--- src/hdl/sfs_defines.svh ---
`ifndef SFS_DEFINES_SVH
`define SFS_DEFINES_SVH

`define SFS_CLK_MHZ 25
`define SFS_T_LIM_LONG_US 20000
`define SFS_T_LIM_SHORT_US 10000
`define SFS_T_RETRY_US 250000
`define SFS_T_REVBLK_US 100
`define SFS_T_SOFT_US 500
`define SFS_LIM_LONG_CYC (`SFS_T_LIM_LONG_US * `SFS_CLK_MHZ)
`define SFS_LIM_SHORT_CYC (`SFS_T_LIM_SHORT_US * `SFS_CLK_MHZ)
`define SFS_RETRY_CYC (`SFS_T_RETRY_US * `SFS_CLK_MHZ)
`define SFS_REVBLK_CYC (`SFS_T_REVBLK_US * `SFS_CLK_MHZ)
`define SFS_SOFT_CYC (`SFS_T_SOFT_US * `SFS_CLK_MHZ)

`define SFS_MUX_CURRENT 2'h0
`define SFS_MUX_OUTVOLT 2'h1
`define SFS_MUX_SYSVOLT 2'h2
`define SFS_UNUSED_RESULT 2'h3

`define SFS_ST1_SUPPLY_UNDERVOLTAGE_FLAG 0
`define SFS_ST1_SUPPLY_OVERVOLTAGE_FLAG 1
`define SFS_ST1_INPUT_UNDERVOLTAGE_FLAG 2
`define SFS_ST1_INPUT_OVERVOLTAGE_FLAG 3
`define SFS_ST1_ACC 4
`define SFS_ST1_LIMIT_RESISTOR_FAULT_FLAG 5
`define SFS_ST2_UV 0
`define SFS_ST2_OV 1
`define SFS_ST2_OC 2
`define SFS_ST2_TS 3
`define SFS_ST2_CH_WIDTH 4

`define SFS_SUPPLY_STATUS_REG_RESET 8'h00
`define SFS_CHANNEL_STATUS_REG_RESET 16'h0000
`define SFS_RESULT_RESET 8'h00

`endif

--- src/hdl/sfs_pkg.sv ---
package sfs_pkg;
    typedef logic [1:0] sfs_mux_type;
    typedef struct packed {
        logic cur_limit;
        logic below_2v;
        logic out_uv;
        logic out_ov;
        logic hot;
        logic cooled;
    } sfs_chan_sense_type;
    typedef struct packed {
        logic in_uv;
        logic in_ov;
        logic vdd_uv;
        logic vdd_ov;
        logic limit_resistor_fault_flag_bad;
    } sfs_supply_sense_type;
    typedef struct packed {
        logic acc;
        logic ts;
        logic vdd;
        logic vin;
        logic oc;
        logic ov;
        logic uv;
    } sfs_mask_type;
    typedef struct packed {
        sfs_mux_type mux;
        logic [1:0] index;
    } sfs_adc_req_type;
    typedef enum logic [1:0] {CH_OFF, CH_SOFT, CH_ON, CH_HICCUP} sfs_ch_state_type;
    typedef enum logic [1:0] {AD_IDLE, AD_REQ, AD_WAIT} sfs_adc_state_type;
endpackage : sfs_pkg

--- src/hdl/sfs_channel.sv ---
`timescale 1ns/10ps
`include "sfs_defines.svh"
module sfs_channel #(
    parameter int LIM_LONG_CYC = `SFS_LIM_LONG_CYC,
    parameter int LIM_SHORT_CYC = `SFS_LIM_SHORT_CYC,
    parameter int RETRY_CYC = `SFS_RETRY_CYC,
    parameter int SOFT_CYC = `SFS_SOFT_CYC
) (
    input wire logic clk,
    input wire logic rst,
    input wire logic enable_req,
    input wire sfs_pkg::sfs_chan_sense_type sense,
    output logic main_on,
    output logic rev_on,
    output logic in_soft,
    output logic oc_trip,
    output logic thermal
);
    import sfs_pkg::*;
    sfs_ch_state_type state_reg, state_next;
    logic [23:0] tmr_reg, tmr_next;
    logic [23:0] lim_reg, lim_next;
    logic [11:0] rb_cnt_reg, rb_cnt_next;
    logic rb_off_reg, rb_off_next;
    logic ts_reg, ts_next;
    logic trip_reg, trip_next;
    logic ch_ok;
    logic running;
    logic trip;

    always_comb begin
        ts_next = sense.hot ? 1'b1 : (sense.cooled ? 1'b0 : ts_reg);
        ch_ok = enable_req && !ts_reg && !sense.hot;
        running = (state_reg == CH_SOFT) || (state_reg == CH_ON);
        lim_next = (running && sense.cur_limit) ? lim_reg + 24'h000001 : 24'h000000;
        trip = running && sense.cur_limit &&
            (lim_reg >= (sense.below_2v ? 24'(LIM_SHORT_CYC - 1) : 24'(LIM_LONG_CYC - 1)));
        state_next = state_reg;
        tmr_next = 24'h000000;
        trip_next = 1'b0;
        case (state_reg)
            CH_OFF: begin
                if (ch_ok && !sense.out_ov) begin
                    state_next = CH_SOFT;
                end
            end
            CH_SOFT, CH_ON: begin
                if (!ch_ok) begin
                    state_next = CH_OFF;
                end else if (trip) begin
                    state_next = CH_HICCUP;
                    trip_next = 1'b1;
                end else if (state_reg == CH_SOFT && tmr_reg == 24'(SOFT_CYC - 1)) begin
                    state_next = CH_ON;
                end else if (state_reg == CH_SOFT) begin
                    tmr_next = tmr_reg + 24'h000001;
                end
            end
            CH_HICCUP: begin
                if (!ch_ok) begin
                    state_next = CH_OFF;
                end else if (tmr_reg == 24'(RETRY_CYC - 1)) begin
                    state_next = CH_SOFT;
                end else begin
                    tmr_next = tmr_reg + 24'h000001;
                end
            end
            default: begin
                state_next = CH_OFF;
            end
        endcase
        rb_off_next = rb_off_reg;
        rb_cnt_next = 12'h000;
        if (!running) begin
            rb_off_next = 1'b0;
        end else if (!rb_off_reg) begin
            rb_off_next = sense.out_ov;
        end else if (rb_cnt_reg == 12'(`SFS_REVBLK_CYC - 1)) begin
            rb_off_next = sense.out_ov;
        end else begin
            rb_cnt_next = rb_cnt_reg + 12'h001;
        end
    end

    always_ff @(posedge clk) begin
        if (rst) begin
            state_reg <= CH_OFF;
            tmr_reg <= 24'h000000;
            lim_reg <= 24'h000000;
            rb_cnt_reg <= 12'h000;
            rb_off_reg <= 1'b0;
            ts_reg <= 1'b0;
            trip_reg <= 1'b0;
        end else begin
            state_reg <= state_next;
            tmr_reg <= tmr_next;
            lim_reg <= lim_next;
            rb_cnt_reg <= rb_cnt_next;
            rb_off_reg <= rb_off_next;
            ts_reg <= ts_next;
            trip_reg <= trip_next;
        end
    end

    assign main_on = (state_reg == CH_SOFT) || (state_reg == CH_ON);
    assign rev_on = main_on && !rb_off_reg;
    assign in_soft = (state_reg == CH_SOFT);
    assign oc_trip = trip_reg;
    assign thermal = ts_reg;
endmodule : sfs_channel

--- src/hdl/sfs_supervisor.sv ---
`timescale 1ns/10ps
`include "sfs_defines.svh"
module sfs_supervisor #(
    parameter int LIM_LONG_CYC = `SFS_LIM_LONG_CYC,
    parameter int LIM_SHORT_CYC = `SFS_LIM_SHORT_CYC,
    parameter int RETRY_CYC = `SFS_RETRY_CYC,
    parameter int SOFT_CYC = `SFS_SOFT_CYC,
    parameter bit SAFETY_RATED = 1'b1
) (
    input wire logic clk,
    input wire logic rst,
    input wire logic enable_pin,
    input wire logic [3:0] channel_enable_bits,
    input wire sfs_pkg::sfs_mux_type mux_select,
    input wire logic continuous_conversion_select,
    input wire logic clear_on_read_select,
    input wire logic overvoltage_self_test,
    input wire sfs_pkg::sfs_mask_type int_mask,
    input wire logic supply_status_read,
    input wire logic channel_status_read,
    input wire logic result_one_read,
    input wire sfs_pkg::sfs_chan_sense_type [3:0] chan_sense,
    input wire sfs_pkg::sfs_supply_sense_type supply_sense,
    input wire logic adc_ready,
    input wire logic [7:0] adc_value,
    output logic [3:0] main_switch_on,
    output logic [3:0] reverse_fet_on,
    output logic [7:0] supply_status_reg,
    output logic [15:0] channel_status_reg,
    output logic [3:0][7:0] conversion_result_regs,
    output sfs_pkg::sfs_adc_req_type adc_request,
    output logic adc_start,
    output logic int_n_out,
    output logic int_n_oe
);
    import sfs_pkg::*;

    // supervision and channel state
    logic global_off;
    logic [3:0] enable_req;
    logic [3:0] ch_main;
    logic [3:0] ch_rev;
    logic [3:0] ch_soft;
    logic [3:0] ch_trip;
    logic [3:0] ch_ts;
    logic input_overvoltage_flag;
    logic input_undervoltage_flag;
    logic supply_overvoltage_flag;
    logic supply_undervoltage_flag;
    logic limit_resistor_fault_flag;
    logic [3:0] channel_overcurrent_flags;
    logic [3:0] channel_undervoltage_flags;
    logic [3:0] channel_overvoltage_flags;
    logic [3:0] channel_thermal_flags;
    logic [7:0] st1_live;
    logic [15:0] st2_live;
    logic [3:0] main_next;
    logic [3:0] rev_next;

    // status holding
    logic [7:0] st1_latch_reg, st1_latch_next;
    logic [15:0] st2_latch_reg, st2_latch_next;
    logic [7:0] st1_shown;
    logic [15:0] st2_shown;
    logic [7:0] st1_next;
    logic [15:0] st2_next;
    logic acc_reg, acc_next;
    logic int_next;
    logic [7:0] st1_int;
    logic [15:0] st2_int;

    // conversion sequencer
    sfs_adc_state_type ad_state_reg, ad_state_next;
    logic [1:0] ad_idx_reg, ad_idx_next;
    logic [3:0][7:0] result_next;
    logic adc_start_next;
    sfs_adc_req_type adc_req_next;
    sfs_mux_type eff_mux;
    logic ad_store;
    logic [7:0] ad_data;

    // the self-test overrides the four voltage comparators on the supplies; the limit resistor fault flag stays live
    always_comb begin
        input_overvoltage_flag = overvoltage_self_test ? 1'b1 : supply_sense.in_ov;
        supply_overvoltage_flag = overvoltage_self_test ? 1'b1 : supply_sense.vdd_ov;
        input_undervoltage_flag = overvoltage_self_test ? 1'b0 : supply_sense.in_uv;
        supply_undervoltage_flag = overvoltage_self_test ? 1'b0 : supply_sense.vdd_uv;
        limit_resistor_fault_flag = supply_sense.limit_resistor_fault_flag_bad;
        global_off = input_overvoltage_flag || input_undervoltage_flag ||
            supply_overvoltage_flag || supply_undervoltage_flag;
        enable_req = channel_enable_bits & {4{enable_pin && !global_off}};
    end

    genvar gi;
    generate
        for (gi = 0; gi < 4; gi++) begin : g_ch
            sfs_channel #(
                .LIM_LONG_CYC(LIM_LONG_CYC),
                .LIM_SHORT_CYC(LIM_SHORT_CYC),
                .RETRY_CYC(RETRY_CYC),
                .SOFT_CYC(SOFT_CYC)
            ) u_ch (
                .clk(clk),
                .rst(rst),
                .enable_req(enable_req[gi]),
                .sense(chan_sense[gi]),
                .main_on(ch_main[gi]),
                .rev_on(ch_rev[gi]),
                .in_soft(ch_soft[gi]),
                .oc_trip(ch_trip[gi]),
                .thermal(ch_ts[gi])
            );
        end
    endgenerate

    always_comb begin
        for (int i = 0; i < 4; i++) begin
            channel_overcurrent_flags[i] = ch_trip[i];
            channel_thermal_flags[i] = ch_ts[i];
            if (overvoltage_self_test) begin
                channel_overvoltage_flags[i] = 1'b1;
                channel_undervoltage_flags[i] = !ch_main[i];
            end else begin
                channel_overvoltage_flags[i] = chan_sense[i].out_ov;
                channel_undervoltage_flags[i] = !ch_main[i] || ch_soft[i] || chan_sense[i].out_uv;
            end
        end
        st1_live = `SFS_SUPPLY_STATUS_REG_RESET;
        st1_live[`SFS_ST1_SUPPLY_UNDERVOLTAGE_FLAG] = supply_undervoltage_flag;
        st1_live[`SFS_ST1_SUPPLY_OVERVOLTAGE_FLAG] = supply_overvoltage_flag;
        st1_live[`SFS_ST1_INPUT_UNDERVOLTAGE_FLAG] = input_undervoltage_flag;
        st1_live[`SFS_ST1_INPUT_OVERVOLTAGE_FLAG] = input_overvoltage_flag;
        st1_live[`SFS_ST1_LIMIT_RESISTOR_FAULT_FLAG] = limit_resistor_fault_flag;
        st2_live = `SFS_CHANNEL_STATUS_REG_RESET;
        for (int i = 0; i < 4; i++) begin
            st2_live[i * `SFS_ST2_CH_WIDTH + `SFS_ST2_UV] = channel_undervoltage_flags[i];
            st2_live[i * `SFS_ST2_CH_WIDTH + `SFS_ST2_OV] = channel_overvoltage_flags[i];
            st2_live[i * `SFS_ST2_CH_WIDTH + `SFS_ST2_OC] = channel_overcurrent_flags[i];
            st2_live[i * `SFS_ST2_CH_WIDTH + `SFS_ST2_TS] = channel_thermal_flags[i];
        end
        main_next = ch_main;
        rev_next = ch_rev;
    end

    // latched copies: a new event in the read cycle survives the clear
    always_comb begin
        st1_latch_next = st1_live | (supply_status_read ? `SFS_SUPPLY_STATUS_REG_RESET : st1_latch_reg);
        st2_latch_next = st2_live | (channel_status_read ? `SFS_CHANNEL_STATUS_REG_RESET : st2_latch_reg);
        acc_next = acc_reg && !result_one_read;
        if (ad_store && ad_idx_reg == 2'h3) begin
            acc_next = 1'b1;
        end
        st1_shown = clear_on_read_select ? st1_live : st1_latch_next;
        st2_shown = clear_on_read_select ? st2_live : st2_latch_next;
        st1_next = st1_shown;
        st1_next[`SFS_ST1_ACC] = acc_next;
        st2_next = st2_shown;
        st1_int = `SFS_SUPPLY_STATUS_REG_RESET;
        st1_int[`SFS_ST1_ACC] = acc_next && !int_mask.acc;
        st1_int[`SFS_ST1_SUPPLY_UNDERVOLTAGE_FLAG] = st1_shown[`SFS_ST1_SUPPLY_UNDERVOLTAGE_FLAG] && !int_mask.vdd;
        st1_int[`SFS_ST1_SUPPLY_OVERVOLTAGE_FLAG] = st1_shown[`SFS_ST1_SUPPLY_OVERVOLTAGE_FLAG] && !int_mask.vdd;
        st1_int[`SFS_ST1_INPUT_UNDERVOLTAGE_FLAG] = st1_shown[`SFS_ST1_INPUT_UNDERVOLTAGE_FLAG] && !int_mask.vin;
        st1_int[`SFS_ST1_INPUT_OVERVOLTAGE_FLAG] = st1_shown[`SFS_ST1_INPUT_OVERVOLTAGE_FLAG] && !int_mask.vin;
        st2_int = `SFS_CHANNEL_STATUS_REG_RESET;
        for (int i = 0; i < 4; i++) begin
            st2_int[i * `SFS_ST2_CH_WIDTH + `SFS_ST2_UV] =
                st2_shown[i * `SFS_ST2_CH_WIDTH + `SFS_ST2_UV] && !int_mask.uv;
            st2_int[i * `SFS_ST2_CH_WIDTH + `SFS_ST2_OV] =
                st2_shown[i * `SFS_ST2_CH_WIDTH + `SFS_ST2_OV] && !int_mask.ov;
            st2_int[i * `SFS_ST2_CH_WIDTH + `SFS_ST2_OC] =
                st2_shown[i * `SFS_ST2_CH_WIDTH + `SFS_ST2_OC] && !int_mask.oc;
            st2_int[i * `SFS_ST2_CH_WIDTH + `SFS_ST2_TS] =
                st2_shown[i * `SFS_ST2_CH_WIDTH + `SFS_ST2_TS] && !int_mask.ts;
        end
        int_next = (|st1_int) || (|st2_int);
    end

    always_ff @(posedge clk) begin
        if (rst) begin
            st1_latch_reg <= `SFS_SUPPLY_STATUS_REG_RESET;
            st2_latch_reg <= `SFS_CHANNEL_STATUS_REG_RESET;
            acc_reg <= 1'b0;
            supply_status_reg <= `SFS_SUPPLY_STATUS_REG_RESET;
            channel_status_reg <= `SFS_CHANNEL_STATUS_REG_RESET;
            main_switch_on <= 4'h0;
            reverse_fet_on <= 4'h0;
            int_n_out <= 1'b0;
            int_n_oe <= 1'b0;
        end else begin
            st1_latch_reg <= st1_latch_next;
            st2_latch_reg <= st2_latch_next;
            acc_reg <= acc_next;
            supply_status_reg <= st1_next;
            channel_status_reg <= st2_next;
            main_switch_on <= main_next;
            reverse_fet_on <= rev_next;
            int_n_out <= 1'b0;
            int_n_oe <= int_next;
        end
    end

    // conversion sequencer: four results in order, result four idle on mux 10
    always_comb begin
        eff_mux = SAFETY_RATED ? mux_select : `SFS_MUX_CURRENT;
        ad_state_next = ad_state_reg;
        ad_idx_next = ad_idx_reg;
        adc_start_next = 1'b0;
        adc_req_next = adc_request;
        result_next = conversion_result_regs;
        ad_store = 1'b0;
        ad_data = adc_value;
        case (ad_state_reg)
            AD_IDLE: begin
                if (continuous_conversion_select || result_one_read) begin
                    ad_state_next = AD_REQ;
                    ad_idx_next = 2'h0;
                end
            end
            AD_REQ: begin
                if (eff_mux == `SFS_MUX_SYSVOLT && ad_idx_reg == `SFS_UNUSED_RESULT) begin
                    ad_store = 1'b1;
                    ad_data = `SFS_RESULT_RESET;
                end else begin
                    adc_start_next = 1'b1;
                    adc_req_next.mux = eff_mux;
                    adc_req_next.index = ad_idx_reg;
                    ad_state_next = AD_WAIT;
                end
            end
            AD_WAIT: begin
                ad_store = adc_ready;
            end
            default: begin
                ad_state_next = AD_IDLE;
            end
        endcase
        if (ad_store) begin
            result_next[ad_idx_reg] = ad_data;
            if (ad_idx_reg == 2'h3) begin
                ad_state_next = continuous_conversion_select ? AD_REQ : AD_IDLE;
                ad_idx_next = 2'h0;
            end else begin
                ad_state_next = AD_REQ;
                ad_idx_next = ad_idx_reg + 2'h1;
            end
        end
    end

    always_ff @(posedge clk) begin
        if (rst) begin
            ad_state_reg <= AD_IDLE;
            ad_idx_reg <= 2'h0;
            adc_start <= 1'b0;
            adc_request <= '0;
            conversion_result_regs <= '0;
        end else begin
            ad_state_reg <= ad_state_next;
            ad_idx_reg <= ad_idx_next;
            adc_start <= adc_start_next;
            adc_request <= adc_req_next;
            conversion_result_regs <= result_next;
        end
    end
endmodule : sfs_supervisor

--- config.mk ---
export PLATFORM = sky130hd
export DESIGN_NAME = sfs_supervisor
export DESIGN_NICKNAME = d
export VERILOG_FILES = /design/src/hdl/sfs_pkg.sv /design/src/hdl/sfs_channel.sv /design/src/hdl/sfs_supervisor.sv
export VERILOG_INCLUDE_DIRS = /design/src /design/src/hdl
export SDC_FILE = /design/constraint.sdc
export NUM_CORES = 1
export LEC_CHECK = 0
export BUFFER_PORTS_ARGS = -buffer_cell sky130_fd_sc_hd__clkbuf_2
export CORE_MARGIN = 5
export CORE_UTILIZATION = 40
export DETAILED_ROUTE_END_ITERATION = 8
export PLACE_DENSITY = 0.6
export SYNTH_ARGS = -nofsm -noshare
export SYNTH_HDL_FRONTEND = slang
export SYNTH_HIERARCHICAL = 1
export SYNTH_SLANG_ARGS = --single-unit
--- constraint.sdc ---
create_clock -name clk -period 5.2 [get_ports clk]
set_clock_uncertainty 0.2 [all_clocks]
set_input_delay 0.26 -clock clk [delete_from_list [all_inputs] [get_ports clk]]
set_output_delay 0.26 -clock clk [all_outputs]
set_load 0.01 [all_outputs]
==> summary.md <==
| Metric | Value |
|---|---|
| Status | finished clean |
| Arr. time, crit path | 3110 ps |
| Post-Syn Area | ~16000 um^2 |
| Yosys reg bits | around 360 |
| Total CTS buffers | 40 |
| Main synth FF type | dfxtp_1 |
| Mapped Cells | 1847 |
| Core box area | just over 40000 um^2 |
| Net Sw Frac | around 23% |
| Startpoint types | register |
| Slew Limit Fails | 0 |
| Synth area leaders | dfxtp_1, nor2_1, xor2_1 |
| CTS Root Cell | clkbuf_16 |
| Leak | 6.991 nW |
| Routed vias/inst | 5.115 |
| Min Tclk post-route | 2937 ps |
| DP HPWL | between 20 and 30 mm |
| Post-synthesis sequential area ratio | between 40% and 50% |
| VDD IR max | 0.1693 mV |
| Crit path capture | g_ch[0].u_ch/tmr_reg[4]$_SDFF_PP0_ |
| DR DRC count | 0 |
| Net switching power | between 1 and 1.5 mW |
| Unrepaired setup endpoints after global routing | false |
| Final period utilization | 56.48% |
| Flop pwr share | a little under half |
| Post-CTS sizing | 0 |
| Max-capacitance violation count | 0 |
| Worst Path Required | 5370 ps |
| Worst-path clk slew | about 60 ps |
| Sum Neg Setup Slack | 0 ps |
| Die height | 212.4 um |
| Nets | 2129 |
| Grt ovf | 0 |
| Final Wtd Congestion | 0.8230 |
| R2r endpoint | g_ch[0].u_ch/tmr_reg[4]$_SDFF_PP0_ |
| Site Rows | 74 |
| Worst Hold Class | input pin to register |
| Most instantiated cells after synthesis | dfxtp_1, nor2_1, nand2_1 |
| FILL cells | 3917 |
| Clock Latency Late Sink | 540 ps |
| Combinational share of power | roughly 7.4% |
| Worst Reg-to-Reg Cells | 7 |
| DR pass1 iterations | 5 |
| Ys Warns | 6 |
| Detail Route Antenna Nets | 0 |
| Slew HR | 27.58% |
| Share of the synthesized area in the top cell type | roughly 44% |
| Fin. Hold Viols | 0 |
| I/O Pins | 131 |
| Pwr per Cell Area | 319.8 nW/um^2 |
| CP max FO | 24 |
| Port buffer count | 129 |
| First-pass GRT wire length | 62.31 mm |
| P_int | 4.698 mW |
| Syn nets | 1971 |
| R2R Setup Slk | 2260 ps |
| Final setup fails | 0 |
| Slew of the pin with the lowest slew margin | ~1100 ps |
| EDFF count, synth | 0 |
| Avg Cell Area, Syn | 8.871 um^2 |
| CTS tree | done |
| CP startpoint | g_ch[0].u_ch/tmr_reg[0]$_SDFF_PP0_ |
| Nature of the critical path endpoint | register |
| Hold path depth | 5 |
| H-tree depth | 2 |
| Vias in the first global route | 12880 |
| Area growth, synth to finish | 16.72% |
| Die X | between 200 and 250 um |
| Count leader, synth | dfxtp_1 |
| FF-to-FF Start | g_ch[0].u_ch/tmr_reg[0]$_SDFF_PP0_ |
| Die area | roughly 45000 um^2 |
| Share of cells above drive strength 1 | 13.04% |
| Clock sink count | 357 |
| Final core utilization | between 40% and 50% |
| Avg WL per Cell | around 15 um |
| Detailed Route Iter0 Violations | 727 |
| Vias | roughly 13000 |
| Largest net degree at the start of global routing | 88 |
| Area leader, netlist | dfxtp_1 |
| Initial Utilization | 40.31% |
| Initial antenna violation count | 0 |
| Max frequency | approximately 340 MHz |
| Final wirelength | 37.66 mm |
| Clk network pwr share | 46.3% |
| CTS max path bufs | 3 |
| Ys async rst share | 0% |
| Synth cell types | between 70 and 80 |
| CP Class | register to register |
| Total GRT Usage | approximately 16% |
how the worst min path moves through the flow:
stage | start | endpoint
2_1_floorplan | rst | g_ch[3].u_ch/state_reg[0]$_SDFFE_PP0P_
3_3_place_gp | g_ch[2].u_ch/lim_reg[0]$_SDFF_PP0_ | g_ch[2].u_ch/lim_reg[0]$_SDFF_PP0_
3_5_place_dp | g_ch[0].u_ch/lim_reg[0]$_SDFF_PP0_ | g_ch[0].u_ch/lim_reg[0]$_SDFF_PP0_
4_1_cts | adc_value[0] | conversion_result_regs[0]$_SDFFE_PP0P_
5_1_grt | adc_value[6] | conversion_result_regs[6]$_SDFFE_PP0P_
6_report | adc_value[6] | conversion_result_regs[6]$_SDFFE_PP0P_
routing by layer:
| layer | vias to the layer above | part of all wire (%) | global-route usage (%) |
|---|---|---|---|
| met5 | - | 0 | 0 |
| met4 | 0 | 3.0 | 5.915 |
| met3 | 71 | 4.5 | 2.553 |
| met2 | 235 | 46 | 27.56 |
| met1 | 6139 | 47 | 21.74 |
| li1 | 6676 | - | - |
logic make-up (layout without fill, tap and decap cells):
logic type,after synthesis,in the layout,synth area share [%]
simple gates,913,913,28.97
flops,357,357,43.62
xor+xnor,202,202,10.80
compound gates,196,196,8.110
buf+inv,107,292,3.116
fa+ha+maj,64,64,4.887
mux,7,7,0.4811
other cells,1,2,0.02289
placed cells by master (no fill, tap or decap), types with 57 or more instances in the layout:
cell,instances
and3_1,57
nor2_1,333
a21oi_1,104
xor2_1,116
nand2_1,135
nand3_1,83
dfxtp_1,357
ha_1,64
xnor2_1,86
clkbuf_2,128
through the flow:
stage	hold WS [ps]	power, mW	std cells	setup slack (ps)	cell area, um^2
final	25.48	6.117	2565	2263	19120
after global routing	67.66	6.372	2564	1934	19120
after CTS	0.3898	6.221	2564	2237	19120
after detailed placement	233.2	3.320	2454	2108	17390
after global placement	223.4	3.313	2454	2199	17390
after floorplan	132.1	3.163	1847	2858	16380
final cells by class:
type	instances	area, um^2	share of cell area, %
antenna	1	2.502	0.01309
inverter	51	191.4	1.001
clock buffer	56	1142	5.974
timing repair buffer	172	1074	5.614
tap	532	665.6	3.481
multi-input combinational	1383	8727	45.64
sequential	357	7147	37.37
clock inverter	13	173.9	0.9095
power by group through the flow:
stage	combinational, mW	sequential, mW	clock [mW]
4_1_cts	0.455	2.83	2.93
2_1_floorplan	0.267	2.90	0
6_report	0.452	2.83	2.83
3_3_place_gp	0.422	2.89	0
5_1_grt	0.500	2.84	3.03
3_5_place_dp	0.427	2.89	0
timing repair:
action                                 CTS  global route
endpoints found under the hold margin   66             0
hold buffers                            41             0
buffers inserted                         0             0
critical path, stage by stage (launching register included):
cell and delay (ps):
dfxtp_1 410, ha_1 240, nor3b_1 300, nand2_1 90
nor4_1 220, nand4_1 230, a41oi_4 940, nor3_1 140
(Power assumes the default switching activity.)
